[src/acq_pkg.sv]
/*
  Shared constants for the acquisition control register bank: register
  indices, field positions, reset values, clock rates and encodings.
  Assumes a single 40 MHz system clock.
*/
package acq_pkg;

  localparam int          ADDR_W         = 5;
  localparam int          DATA_W         = 8;
  localparam int          PIN_N          = 4;

  // register indices as seen on the register port
  localparam logic [4:0]  REG_GAIN_MUX   = 5'h04;
  localparam logic [4:0]  REG_PORT_LEVEL = 5'h05;
  localparam logic [4:0]  REG_PORT_DIR   = 5'h06;
  localparam logic [4:0]  REG_REF_OSC    = 5'h07;

  // gain/mux and port-level register fields
  localparam int          BIT_CONVERT    = 7;
  localparam int          GAIN_LSB       = 4;
  localparam int          GAIN_W         = 3;
  localparam int          CHAN_W         = 4;
  localparam int          CHAN_SE_BIT    = 3;
  localparam int          CHAN_SWAP_BIT  = 2;

  // reference/oscillator register fields
  localparam int          BIT_OSC_SRC    = 5;
  localparam int          BIT_OSC_OUT    = 4;
  localparam int          BIT_REF_PWR    = 3;
  localparam int          BIT_BUF_PWR    = 2;
  localparam int          BIT_TWO_VOLT   = 1;
  localparam int          BIT_BANDGAP    = 0;
  localparam int          REF_OSC_W      = 6;

  localparam logic [7:0]  RST_BYTE       = 8'h00;
  localparam logic [3:0]  RST_NIBBLE     = 4'h0;
  localparam logic [5:0]  RST_REF_OSC    = 6'h00;

  // clock rates
  localparam int          SYS_CLK_HZ     = 40_000_000;
  localparam int          OSC_HZ         = 2_500_000;
  localparam int          OSC_HALF       = SYS_CLK_HZ / (2 * OSC_HZ);

  // clock divide field encodings
  localparam logic [1:0]  DIV_BY_1       = 2'h0;
  localparam logic [1:0]  DIV_BY_2       = 2'h1;
  localparam logic [1:0]  DIV_BY_4       = 2'h2;
  localparam logic [1:0]  DIV_BY_8       = 2'h3;

  // falling edges of the divided clock from write to start
  localparam logic [1:0]  START_FALLS    = 2'h2;

  // reference voltage selections
  typedef enum logic [1:0] {
    ACQ_VREF_2V5,
    ACQ_VREF_2V048,
    ACQ_VREF_1V15
  } acq_vref_e;

endpackage : acq_pkg

[src/acq_conv_timer.sv]
/*
  Divided conversion clock and conversion sequencer.
  Assumes the conversion clock source level is synchronous to clock_i and
  slower than half the system clock.
*/
`timescale 1ns/1ps

module acq_conv_timer #(
  parameter int CONV_CYCLES = 16
) (
  input  wire logic       clock_i,
  input  wire logic       rst_i,
  input  wire logic       src_clk_i,
  input  wire logic [1:0] div_sel_i,
  input  wire logic       start_req_i,
  output logic            divided_conversion_clock_o,
  output logic            conv_start_o,
  output logic            busy_o
);
  import acq_pkg::*;

  typedef enum logic [1:0] {ST_IDLE, ST_WAIT, ST_CONV} acq_conv_e;

  localparam int CNT_W = $clog2(CONV_CYCLES + 1);

  logic             src_q, src_d;
  logic [2:0]       div_q, div_d;
  logic             divided_conversion_clock_q, divided_conversion_clock_d;
  logic             divided_conversion_clock_lvl;
  logic             dfall;
  acq_conv_e        st_q, st_d;
  logic [1:0]       falls_q, falls_d;
  logic [CNT_W-1:0] left_q, left_d;
  logic             start_q, start_d;

  // divided clock level follows the counter of source rising edges, or the source itself when dividing by 1
  always_comb begin
    src_d = src_clk_i;
    div_d = div_q;
    if (src_clk_i && !src_q) begin
      div_d = div_q + 3'h1;
    end
    case (div_sel_i)
      DIV_BY_1: divided_conversion_clock_lvl = src_clk_i;
      DIV_BY_2: divided_conversion_clock_lvl = div_q[0];
      DIV_BY_4: divided_conversion_clock_lvl = div_q[1];
      DIV_BY_8: divided_conversion_clock_lvl = div_q[2];
      default:  divided_conversion_clock_lvl = src_clk_i;
    endcase
    divided_conversion_clock_d = divided_conversion_clock_lvl;
    dfall  = divided_conversion_clock_q && !divided_conversion_clock_lvl;
  end

  always_comb begin
    st_d    = st_q;
    falls_d = falls_q;
    left_d  = left_q;
    start_d = 1'b0;
    case (st_q)
      ST_IDLE: begin
        // a start while busy is dropped; the running conversion finishes
        if (start_req_i) begin
          st_d    = ST_WAIT;
          falls_d = 2'h0;
        end
      end
      ST_WAIT: begin
        if (dfall) begin
          falls_d = falls_q + 2'h1;
          if (falls_q + 2'h1 == START_FALLS) begin
            st_d    = ST_CONV;
            left_d  = CNT_W'(CONV_CYCLES);
            start_d = 1'b1;
          end
        end
      end
      ST_CONV: begin
        if (dfall) begin
          left_d = left_q - CNT_W'(1);
          if (left_q == CNT_W'(1)) begin
            st_d = ST_IDLE;
          end
        end
      end
      default: st_d = ST_IDLE;
    endcase
  end

  always_ff @(posedge clock_i or posedge rst_i) begin
    if (rst_i) begin
      src_q   <= 1'b0;
      div_q   <= 3'h0;
      divided_conversion_clock_q  <= 1'b0;
      st_q    <= ST_IDLE;
      falls_q <= 2'h0;
      left_q  <= '0;
      start_q <= 1'b0;
    end else begin
      src_q   <= src_d;
      div_q   <= div_d;
      divided_conversion_clock_q  <= divided_conversion_clock_d;
      st_q    <= st_d;
      falls_q <= falls_d;
      left_q  <= left_d;
      start_q <= start_d;
    end
  end

  assign divided_conversion_clock_o       = divided_conversion_clock_q;
  assign conv_start_o = start_q;
  assign busy_o       = (st_q == ST_CONV);

endmodule : acq_conv_timer

[src/acq_ctrl_regs.sv]
/*
  Control registers of the acquisition converter: gain/mux, digital port
  level and direction, reference/oscillator configuration, plus the
  internal oscillator and conversion start timing.
  Assumes the serial framing logic outside delivers whole bytes as
  one-cycle write and read strobes synchronous to clock_i.
  Assumes the pin levels on port_pin_i are already resolved outside
  and synchronous to clock_i, and that the clock divide field is held
  by the converter control register logic elsewhere.
*/
`timescale 1ns/1ps

module acq_ctrl_regs #(
  parameter int CONV_CYCLES = 16
) (
  input  wire logic                        clock_i,
  input  wire logic                        rst_i,
  // byte-wide register port from the serial framing logic
  input  wire logic                        wr_en_i,
  input  wire logic                        rd_en_i,
  input  wire logic [acq_pkg::ADDR_W-1:0]  addr_i,
  input  wire logic [acq_pkg::DATA_W-1:0]  wr_data_i,
  output logic      [acq_pkg::DATA_W-1:0]  rd_data_o,
  output logic                             rd_valid_o,
  // clock divide field of the converter control register, held elsewhere
  input  wire logic [1:0]                  clk_div_sel_i,
  input  wire logic                        osc_enable_pin_i,
  // digital port pins
  input  wire logic [acq_pkg::PIN_N-1:0]   port_pin_i,
  output logic      [acq_pkg::PIN_N-1:0]   port_pin_o,
  output logic      [acq_pkg::PIN_N-1:0]   port_pin_oe_n_o,
  // conversion clock pin
  input  wire logic                        conv_clk_pin_i,
  output logic                             conv_clk_pin_o,
  output logic                             conv_clk_pin_oe_n_o,
  // analog front end controls
  output logic      [acq_pkg::GAIN_W-1:0]  gain_select_o,
  output logic      [4:0]                  gain_value_o,
  output logic      [acq_pkg::CHAN_W-1:0]  channel_select_o,
  output logic                             mux_differential_o,
  output logic                             mux_polarity_swap_o,
  output logic      [1:0]                  mux_pair_o,
  output logic                             ref_power_o,
  output logic                             buf_power_o,
  output acq_pkg::acq_vref_e               vref_select_o,
  output logic                             osc_run_o,
  output logic                             ref_clk_o,
  output logic                             divided_conversion_clock_o,
  output logic                             conv_start_o,
  output logic                             busy_o
);
  import acq_pkg::*;

  localparam logic [2:0] OSC_HALF_M1 = 3'(OSC_HALF - 1);

  logic [GAIN_W-1:0]    gain_q, gain_d;
  logic [CHAN_W-1:0]    chan_q, chan_d;
  logic [PIN_N-1:0]     latch_q, latch_d;
  logic [PIN_N-1:0]     dir_q, dir_d;
  logic [REF_OSC_W-1:0] cfg_q, cfg_d;
  logic [DATA_W-1:0]    rdat_q, rdat_d;
  logic                 rval_q, rval_d;
  logic                 start_req;

  logic [2:0]           osc_cnt_q, osc_cnt_d;
  logic                 osc_q, osc_d;
  logic                 osc_run;
  logic                 osc_drive;
  logic                 conv_src;
  logic                 busy;

  logic                 wr_gain, wr_level, wr_dir, wr_cfg;

  // analog front end fields and reference configuration
  always_comb begin
    wr_gain = wr_en_i && (addr_i == REG_GAIN_MUX);
    wr_cfg  = wr_en_i && (addr_i == REG_REF_OSC);
    gain_d  = gain_q;
    chan_d  = chan_q;
    cfg_d   = cfg_q;
    if (wr_gain) begin
      gain_d = wr_data_i[GAIN_LSB +: GAIN_W];
      chan_d = wr_data_i[CHAN_W-1:0];
    end
    // reserved upper bits are dropped, not stored
    if (wr_cfg) begin
      cfg_d = wr_data_i[REF_OSC_W-1:0];
    end
  end

  always_ff @(posedge clock_i or posedge rst_i) begin
    if (rst_i) begin
      gain_q <= 3'h0;
      chan_q <= RST_NIBBLE;
      cfg_q  <= RST_REF_OSC;
    end else begin
      gain_q <= gain_d;
      chan_q <= chan_d;
      cfg_q  <= cfg_d;
    end
  end

  // digital port latches, directions and the convert request
  always_comb begin
    wr_level = wr_en_i && (addr_i == REG_PORT_LEVEL);
    wr_dir   = wr_en_i && (addr_i == REG_PORT_DIR);
    latch_d  = latch_q;
    dir_d    = dir_q;
    // latches always take the low four bits of the byte; only driven pins show them
    if (wr_level) begin
      latch_d = wr_data_i[PIN_N-1:0];
    end
    // reserved upper bits are dropped, not stored
    if (wr_dir) begin
      dir_d = wr_data_i[PIN_N-1:0];
    end
    // a request while busy or waiting is dropped inside the timer
    start_req = (wr_gain || wr_level) && wr_data_i[BIT_CONVERT];
  end

  always_ff @(posedge clock_i or posedge rst_i) begin
    if (rst_i) begin
      latch_q <= RST_NIBBLE;
      dir_q   <= RST_NIBBLE;
    end else begin
      latch_q <= latch_d;
      dir_q   <= dir_d;
    end
  end

  // register reads sample busy in the strobe cycle
  always_comb begin
    rval_d = rd_en_i;
    rdat_d = rdat_q;
    if (rd_en_i) begin
      case (addr_i)
        REG_GAIN_MUX:   rdat_d = {busy, gain_q, chan_q};
        // pin levels, not latches; bits six to four zero
        REG_PORT_LEVEL: rdat_d = {busy, 3'h0, port_pin_i};
        REG_PORT_DIR:   rdat_d = {4'h0, dir_q};
        REG_REF_OSC:    rdat_d = {2'h0, cfg_q};
        default:        rdat_d = RST_BYTE;
      endcase
    end
  end

  // read data holds until the next read strobe
  always_ff @(posedge clock_i or posedge rst_i) begin
    if (rst_i) begin
      rdat_q <= RST_BYTE;
      rval_q <= 1'b0;
    end else begin
      rdat_q <= rdat_d;
      rval_q <= rval_d;
    end
  end

  // internal oscillator: toggles every OSC_HALF system clocks
  always_comb begin
    osc_run = cfg_q[BIT_OSC_OUT] ||
              (cfg_q[BIT_OSC_SRC] && cfg_q[BIT_REF_PWR]) ||
              osc_enable_pin_i;
    osc_cnt_d = osc_cnt_q;
    osc_d     = osc_q;
    if (!osc_run) begin
      osc_cnt_d = 3'h0;
      osc_d     = 1'b0;
    end else if (osc_cnt_q == OSC_HALF_M1) begin
      osc_cnt_d = 3'h0;
      osc_d     = !osc_q;
    end else begin
      osc_cnt_d = osc_cnt_q + 3'h1;
    end
  end

  always_ff @(posedge clock_i or posedge rst_i) begin
    if (rst_i) begin
      osc_cnt_q <= 3'h0;
      osc_q     <= 1'b0;
    end else begin
      osc_cnt_q <= osc_cnt_d;
      osc_q     <= osc_d;
    end
  end

  // pin only driven by the enable bit, never by the source/power path
  assign osc_drive = cfg_q[BIT_OSC_OUT];
  // the pin level is only trusted while nothing here drives it
  assign conv_src  = osc_drive ? osc_q : conv_clk_pin_i;

  acq_conv_timer #(
    .CONV_CYCLES (CONV_CYCLES)
  ) u_timer (
    .clock_i      (clock_i),
    .rst_i        (rst_i),
    .src_clk_i    (conv_src),
    .div_sel_i    (clk_div_sel_i),
    .start_req_i  (start_req),
    .divided_conversion_clock_o       (divided_conversion_clock_o),
    .conv_start_o (conv_start_o),
    .busy_o       (busy)
  );

  // reference voltage select; bandgap bit overrides two-volt bit
  always_comb begin
    if (cfg_q[BIT_BANDGAP]) begin
      vref_select_o = ACQ_VREF_1V15;
    end else if (cfg_q[BIT_TWO_VOLT]) begin
      vref_select_o = ACQ_VREF_2V048;
    end else begin
      vref_select_o = ACQ_VREF_2V5;
    end
  end

  // gain code to gain figure
  always_comb begin
    case (gain_q)
      3'h0:    gain_value_o = 5'h01;
      3'h1:    gain_value_o = 5'h02;
      3'h2:    gain_value_o = 5'h04;
      3'h3:    gain_value_o = 5'h05;
      3'h4:    gain_value_o = 5'h08;
      3'h5:    gain_value_o = 5'h0A;
      3'h6:    gain_value_o = 5'h10;
      3'h7:    gain_value_o = 5'h14;
      default: gain_value_o = 5'h01;
    endcase
  end

  assign gain_select_o       = gain_q;
  assign channel_select_o    = chan_q;

  // channel decode; single-ended codes never swap polarity
  always_comb begin
    mux_differential_o  = !chan_q[CHAN_SE_BIT];
    mux_polarity_swap_o = 1'b0;
    mux_pair_o          = chan_q[1:0];
    if (!chan_q[CHAN_SE_BIT]) begin
      mux_polarity_swap_o = chan_q[CHAN_SWAP_BIT];
    end
  end

  // one driver cell per digital pin
  for (genvar p = 0; p < PIN_N; p++) begin : g_pin
    assign port_pin_o[p]      = latch_q[p];
    assign port_pin_oe_n_o[p] = !dir_q[p];
  end

  assign conv_clk_pin_o      = osc_q;
  assign conv_clk_pin_oe_n_o = !osc_drive;

  assign ref_power_o         = cfg_q[BIT_REF_PWR];
  assign buf_power_o         = cfg_q[BIT_BUF_PWR];
  assign osc_run_o           = osc_run;
  assign ref_clk_o           = cfg_q[BIT_OSC_SRC] ? osc_q : divided_conversion_clock_o;

  assign rd_data_o           = rdat_q;
  assign rd_valid_o          = rval_q;
  assign busy_o              = busy;

endmodule : acq_ctrl_regs

[config.mk]
export PLATFORM = sky130hd
export DESIGN_NAME = acq_ctrl_regs
export DESIGN_NICKNAME = d
export VERILOG_FILES = /design/src/acq_pkg.sv /design/src/acq_conv_timer.sv /design/src/acq_ctrl_regs.sv
export SDC_FILE = /design/constraint.sdc
export NUM_CORES = 1
export LEC_CHECK = 0
export BUFFER_PORTS_ARGS = -buffer_cell sky130_fd_sc_hd__buf_2
export CORE_UTILIZATION = 55
export CTS_CLUSTER_SIZE = 25
export DETAILED_ROUTE_END_ITERATION = 7
export PLACE_DENSITY = 0.81
export SYNTH_ARGS = -nofsm -noshare
export SYNTH_HDL_FRONTEND = slang
export SYNTH_SLANG_ARGS = --single-unit
[constraint.sdc]
create_clock -name clock_i -period 3 [get_ports clock_i]
set_clock_uncertainty 0.2 [all_clocks]
set_input_delay 0.3 -clock clock_i [delete_from_list [all_inputs] [get_ports clock_i]]
set_output_delay 0.3 -clock clock_i [all_outputs]
set_load 0.02 [all_outputs]
==> Yosys cells after proc, flatten, opt, wreduce, memory -nomap -nowiden <==
Memory sizes are Yosys's and may differ from the RTL's.
Index checks and enable logic that the tools add are counted.
{ "word_totals": {"register_bits": 49, "latchBits": 0, "romBits": 40, "out_inout_bits": 44, "ramBits": 0, "memories": 1, "input_bits": 25, "wordCells": 93} }
{ "memory_table": {"columns": ["name", "depth", "word_bits", "read_ports", "rd_clocked_by_memory_dff", "write_ports", "line_no", "text"], "rows": [
  ["(no name shown)", 8, 5, 1, 0, 0, "acq_ctrl_regs.sv:217", "case (gain_q)"]
]} }
{ "classes": {"n_div": 0, "eq_ne": 18, "magnitude_cmp": 0, "n_addsub": 4, "reduce_logical": 27, "n_bitwise": 0, "mul": 0, "shifts": 0, "muxes": 27} }
{ "ops": {"columns": ["operator", "count"], "rows": [
  ["8-bit case mux with 4 select lines", 1],
  ["5-bit by 3-bit == test with 1-bit output (second input constant)", 4],
  ["2-bit two-way mux", 8],
  ["5-bit two-way mux", 3],
  ["2-bit by 1-bit inequality test with 1-bit output (second input constant)", 5],
  ["5-bit case mux with 2 select lines", 1],
  ["1-bit logical NOT", 9],
  ["1-bit two-way mux", 9],
  ["2-bit == test (second input constant)", 4],
  ["1-bit logical AND", 8],
  ["3-bit by 1-bit adder with 3-bit output (second input constant)", 2],
  ["3-bit two-way mux", 2],
  ["2-bit case mux with 3 select lines", 1],
  ["5-bit by 1-bit == test with 1-bit output (second input constant)", 1],
  ["5-bit AND reduction", 1],
  ["5-bit by 1-bit subtractor with 5-bit output (second input constant)", 1],
  ["2-bit by 1-bit == test with 1-bit output (second input constant)", 2],
  ["2-bit logical NOT", 2],
  ["1-bit case mux with 4 select lines", 1],
  ["2-bit case mux with 2 select lines", 1],
  ["4-bit AND reduction", 1],
  ["2-bit nonzero test", 2],
  ["3-bit == test (second input constant)", 1],
  ["1-bit logical OR", 3],
  ["3 further kinds", 3]
]} }

==> Logic depth before layout (Yosys ltp) <==
{ "depth": {"ltp_word": 6, "depth_mapped": 6, "mapped_depth_nobuf": 6} }

==> By module <==
Synthesis repeated with hierarchy kept, for this count alone.
{ "unflattened": {"hier_cells": 197, "hier_area_um2": 2389.8} }
{ "modules_own_cells": {"columns": ["mod", "area_each_um2", "cells_each", "seq_area_each_um2", "instances"], "rows": [
  ["acq_ctrl_regs", 1605.3, 120, 850.8, 1],
  ["acq_conv_timer", 784.5, 77, 375.4, 1]
]} }

==> Worst setup path after synthesis <==
No wires, ideal clock.
{ "synth_timing": {"kind": "flip-flop to flip-flop", "from": "register osc_q, in the netlist conv_clk_pin_o", "to": "register u_timer.falls_q[0]", "stages_incl_launch_ff": 5, "period_less_slack_ns": 2.034, "path_buffers": 0, "t_arrival_ns": 1.755, "setup_ns": 0.079, "t_required_ns": 2.721, "setup_slack_ns": 0.966, "path_cell_list": "dfrtp_1 mux2_4 mux4_2 nor4b_4 mux2i_1"} }
{ "synth_between": {"elab_chain_len": 6} }
{ "synth_lines": {"columns": ["item", "line_no", "text"], "rows": [
  ["from (decl)", "acq_ctrl_regs.sv:66", "logic osc_q, osc_d;"],
  ["from (signal assigned)", "acq_ctrl_regs.sv:182", "osc_q <= osc_d;"],
  ["1-bit two-way mux", "acq_ctrl_regs.sv:189", "assign conv_src = osc_drive ? osc_q : conv_clk_pin_i;"],
  ["via conv_src", "acq_ctrl_regs.sv:69", "logic conv_src;"],
  ["1-bit case mux with 4 select lines", "acq_conv_timer.sv:43", "case (div_sel_i)"],
  ["1-bit logical NOT", "acq_conv_timer.sv:51", "dfall = divided_conversion_clock_q && !divided_conversion_clock_lvl;"],
  ["1-bit logical AND", "acq_conv_timer.sv:51", null],
  ["2-bit by 1-bit inequality test with 1-bit output (no source line)", null, null],
  ["3-bit AND reduction (no source line)", null, null],
  ["to (signal assigned)", "acq_conv_timer.sv:103", "falls_q <= falls_d;"],
  ["to (decl)", "acq_conv_timer.sv:32", "logic [1:0] falls_q, falls_d;"]
]} }
The timed path passes the listed nets, and every way through them passes these cells.
A chain may end at the register's enable or synchronous reset.

==> Worst setup path in the final report <==
{ "layout_timing": {"from": "register cfg_q[4]", "to": "register u_timer.falls_q[0]"} }
{ "layout_between": {"elab_chain_len": 6} }
{ "layout_lines": {"columns": ["item", "line_no", "text"], "rows": [
  ["from (decl)", "acq_ctrl_regs.sv:60", "logic [REF_OSC_W-1:0] cfg_q, cfg_d;"],
  ["from (signal assigned)", "acq_ctrl_regs.sv:99", "cfg_q <= cfg_d;"],
  ["1-bit two-way mux", "acq_ctrl_regs.sv:189", null],
  ["via conv_src", "acq_ctrl_regs.sv:69", null],
  ["1-bit case mux with 4 select lines", "acq_conv_timer.sv:43", null],
  ["1-bit logical NOT", "acq_conv_timer.sv:51", null],
  ["1-bit logical AND", "acq_conv_timer.sv:51", null],
  ["2-bit by 1-bit inequality test with 1-bit output (no source line)", null, null],
  ["3-bit AND reduction (no source line)", null, null]
]} }
The timed path passes the listed nets, and every way through them passes these cells.

==> results.json <==
{
  "outcome": "finished clean",
  "detail_route.vias_per_cell": 5.41,
  "syn_area_mm2": 0.00233,
  "drive_gt1_share_pct": 40.2,
  "synth_edf_count": 0,
  "arrival_ns": 2.25,
  "peakVddDrop_mv": 0.496,
  "path_class": "flop to flop",
  "crit_path_start": "cfg_q[4]$_DFFE_PP0P_",
  "syn_inst": 198,
  "clkSlewWorstSetupHoldPaths_ns": 0.09,
  "rr_worst_depth": 4,
  "critPathTopFamily": "multiplexers",
  "antenna_found_initial": 0,
  "dr_wl_met2_mm": 2.26,
  "crit_required_ns": 3.03,
  "syn-num-nets": 231,
  "vias": 1710,
  "finalCritPeriodShare_pct": 74.0,
  "rsz0062_at_grt": "false",
  "ant_nets": 0,
  "hold_viol": 0,
  "ys.flop_type": "dfrtp_1",
  "routed_wl_mm": 4.62,
  "cp-start-kind": "flop",
  "reg2reg_slack_ns": 0.78,
  "ctsHoldBuffers": 0,
  "cts_tree": "done",
  "filler_cell_count": 312,
  "hp-class": "input pin to flop",
  "grt_pass1_vias": 1599,
  "wl_met1_mm": 2.05,
  "tns_ns": 0,
  "worst_pin_slew_ns": 0.985,
  "reg2reg_to": "u_timer.falls_q[0]$_DFFE_PP0P_",
  "drt_iter0_drc": 119,
  "wl_met3_um": 223,
  "ys_ff_latch": 49,
  "max_stage_delay_ns": 0.62,
  "total_leakage_power_nw": 1.38,
  "critical_path_buf_inv_count": 0,
  "cp_slowest_cell": "mux4_2",
  "dp_hpwl_mm": 3.32,
  "cts_resized": 0,
  "insertion_delay_ns": 0.31,
  "die_w_um": 67.1,
  "syn_to_final_growth_pct": 19.3,
  "power_density_mw_per_mm2": 749,
  "grt_start_max_net_pins": 50,
  "routed.top_layer": "met4",
  "maxCapViolCount": 0,
  "num_rows": 23,
  "syn_avg_cell_area_um2": 11.8,
  "gr-usage-all-layers_pct": 23.3,
  "max_freq_mhz": 450,
  "grt_first_pass_wirelength_mm": 7.54,
  "io_pins": 69,
  "async_flop_share_pct": 100,
  "clock_sinks": 49,
  "first_pass_iters": 4,
  "fin_crit_ns": 2.22,
  "layout_common_cells": "68 x buf_2, 49 x dfrtp_1, 26 x inv_1, 21 x mux2_2, 12 x nand2_1",
  "place_congestion": 0.793,
  "synth.distinct_cells": 35,
  "port-buffer-count": 68,
  "cts_root_buf": "clkbuf_8",
  "drcViolationCount": 0,
  "fp.dieH_um": 67.1,
  "crit_end": "u_timer.falls_q[0]$_DFFE_PP0P_",
  "setup_viol": 0,
  "ys_warn_count": 0,
  "cp_cell_sequence": "mux2_4 -> mux4_2 -> nor4b_4 -> mux2i_1",
  "fin_nets": 298,
  "grt-ovfl-total": 0,
  "end_kind": "flop",
  "htreeDepth": 2,
  "final_common_cell": "buf_2",
  "post_cts_buffers": 0,
  "seq_area_frac_synth_pct": 52.6,
  "slew_viol_final": 0,
  "worst-path-stages": 4,
  "r2r-start": "cfg_q[4]$_DFFE_PP0P_",
  "relSlewSlack_pct": 34.3,
  "coreArea_mm2": 0.00403,
  "numCtsBuffers": 5,
  "start_util_pct": 57.9,
  "critPathMaxFanout": 16,
  "dieArea_mm2": 0.00450,
  "finalPower_mw": 2.08,
  "clock_tree.buffer_depth": 2,
  "wl_per_cell_um": 14.6,
  "num_antenna_cells": 0
}
-- registers in the layout, indices dropped and copies added, names as in the netlist --
register	flops
u_timer.src_q	1
u_timer.st_q	2
u_timer.div_q	3
u_timer.left_q	5
u_timer.falls_q	2
port_pin_o	4
u_timer.divided_conversion_clock_o	1
gain_select_o	3
dir_q	4
u_timer.conv_start_o	1
channel_select_o	4
rd_data_o	8
conv_clk_pin_o	1
osc_cnt_q	3
rd_valid_o	1
cfg_q	6
-- stage by stage --
stage	hold WS, ns	cell area, um2	std cells	util (%)	setup WS [ns]
global route	0.0104	2780	316	69.0	0.707
floorplan	0.131	2330	198	-	0.966
detailed placement	0.230	2690	308	66.9	0.801
CTS	0.00568	2780	316	69.0	0.778
finish	0.0114	2780	316	69.0	0.780
global placement	0.232	2690	308	66.9	0.884
-- layout make-up --
cell class                      instances  area (um2)  share of cell area, %
Clock buffer                            5        68.8                   2.48
Clock inverter                          3        17.5                  0.630
Inverter                               27         101                   3.65
Multi-Input combinational cell        113         956                   34.4
Sequential cell                        49        1230                   44.1
Tap cell                               50        62.6                   2.25
Timing Repair Buffer                   69         348                   12.5
-- metal layers --
metal	up-vias	global-route usage, %
li1	814	-
met1	845	30.8
met2	44	36.6
met3	7	6.51
met4	0	8.51
met5	-	0
-- logic make-up (layout without fill, tap and decap cells) --
group,count (synthesis),after routing,share of synthesized area [%]
and+or+nand+nor,46,46,11.7
adders and majority gates,8,8,4.29
DFF,49,49,52.6
xor gates and xnor gates,3,3,1.13
AOI/OAI and AO/OA,27,27,7.41
buffers and inverters,36,104,6.39
muxes,29,29,16.5
-- Yosys cell counts, drive strengths merged (3+ instances only) --
| master | n | share of area [%] |
|---|---|---|
| dfrtp | 49 | 53 |
| ha | 8 | 4.3 |
| nor2 | 5 | 0.81 |
| nor2b | 10 | 2.7 |
| buf | 5 | 1.4 |
| clkbuf | 4 | 0.64 |
| o21ai | 8 | 1.7 |
| and2 | 3 | 0.81 |
| o22ai | 8 | 2.1 |
| mux4 | 5 | 4.8 |
| nand3b | 3 | 0.97 |
| o31ai | 3 | 0.97 |
| nand2 | 12 | 1.9 |
| inv | 27 | 4.3 |
| nor3 | 3 | 0.64 |
| nand3 | 3 | 0.64 |
| mux2 | 22 | 11 |
-- where the power goes --
part / leakage, nW / switching (mW) / internal [mW]
Sequential: 0.626 / 0.163 / 0.828
Combinational: 0.712 / 0.400 / 0.307
Clock: 0.0439 / 0.223 / 0.161
Total: 1.38 / 0.786 / 1.30
-- worst min-delay path: cells and delay by family --
family / cells / cell delay (ns)
AOI/OAI and AO/OA: 1 / 0.06
and+or+nand+nor: 1 / 0.04
buffers and inverters: 1 / 0.09
-- worst min-delay path by stage --
| stage | startpoint | end | slack (ns) | depth (start not counted) |
|---|---|---|---|---|
| floorplan | rd_en_i | rd_valid_o$_DFF_PP0_ | 0.13 | 0 |
| global placement | osc_cnt_q[0]$_DFF_PP0_ | osc_cnt_q[0]$_DFF_PP0_ | 0.23 | 1 |
| detailed placement | osc_cnt_q[0]$_DFF_PP0_ | osc_cnt_q[0]$_DFF_PP0_ | 0.23 | 1 |
| CTS | wr_data_i[4] | cfg_q[4]$_DFFE_PP0P_ | 0.006 | 3 |
| global route | wr_data_i[6] | gain_select_o[2]$_DFFE_PP0N_ | 0.01 | 2 |
| finish | wr_data_i[4] | cfg_q[4]$_DFFE_PP0P_ | 0.01 | 3 |
(Power assumes the default switching activity.)
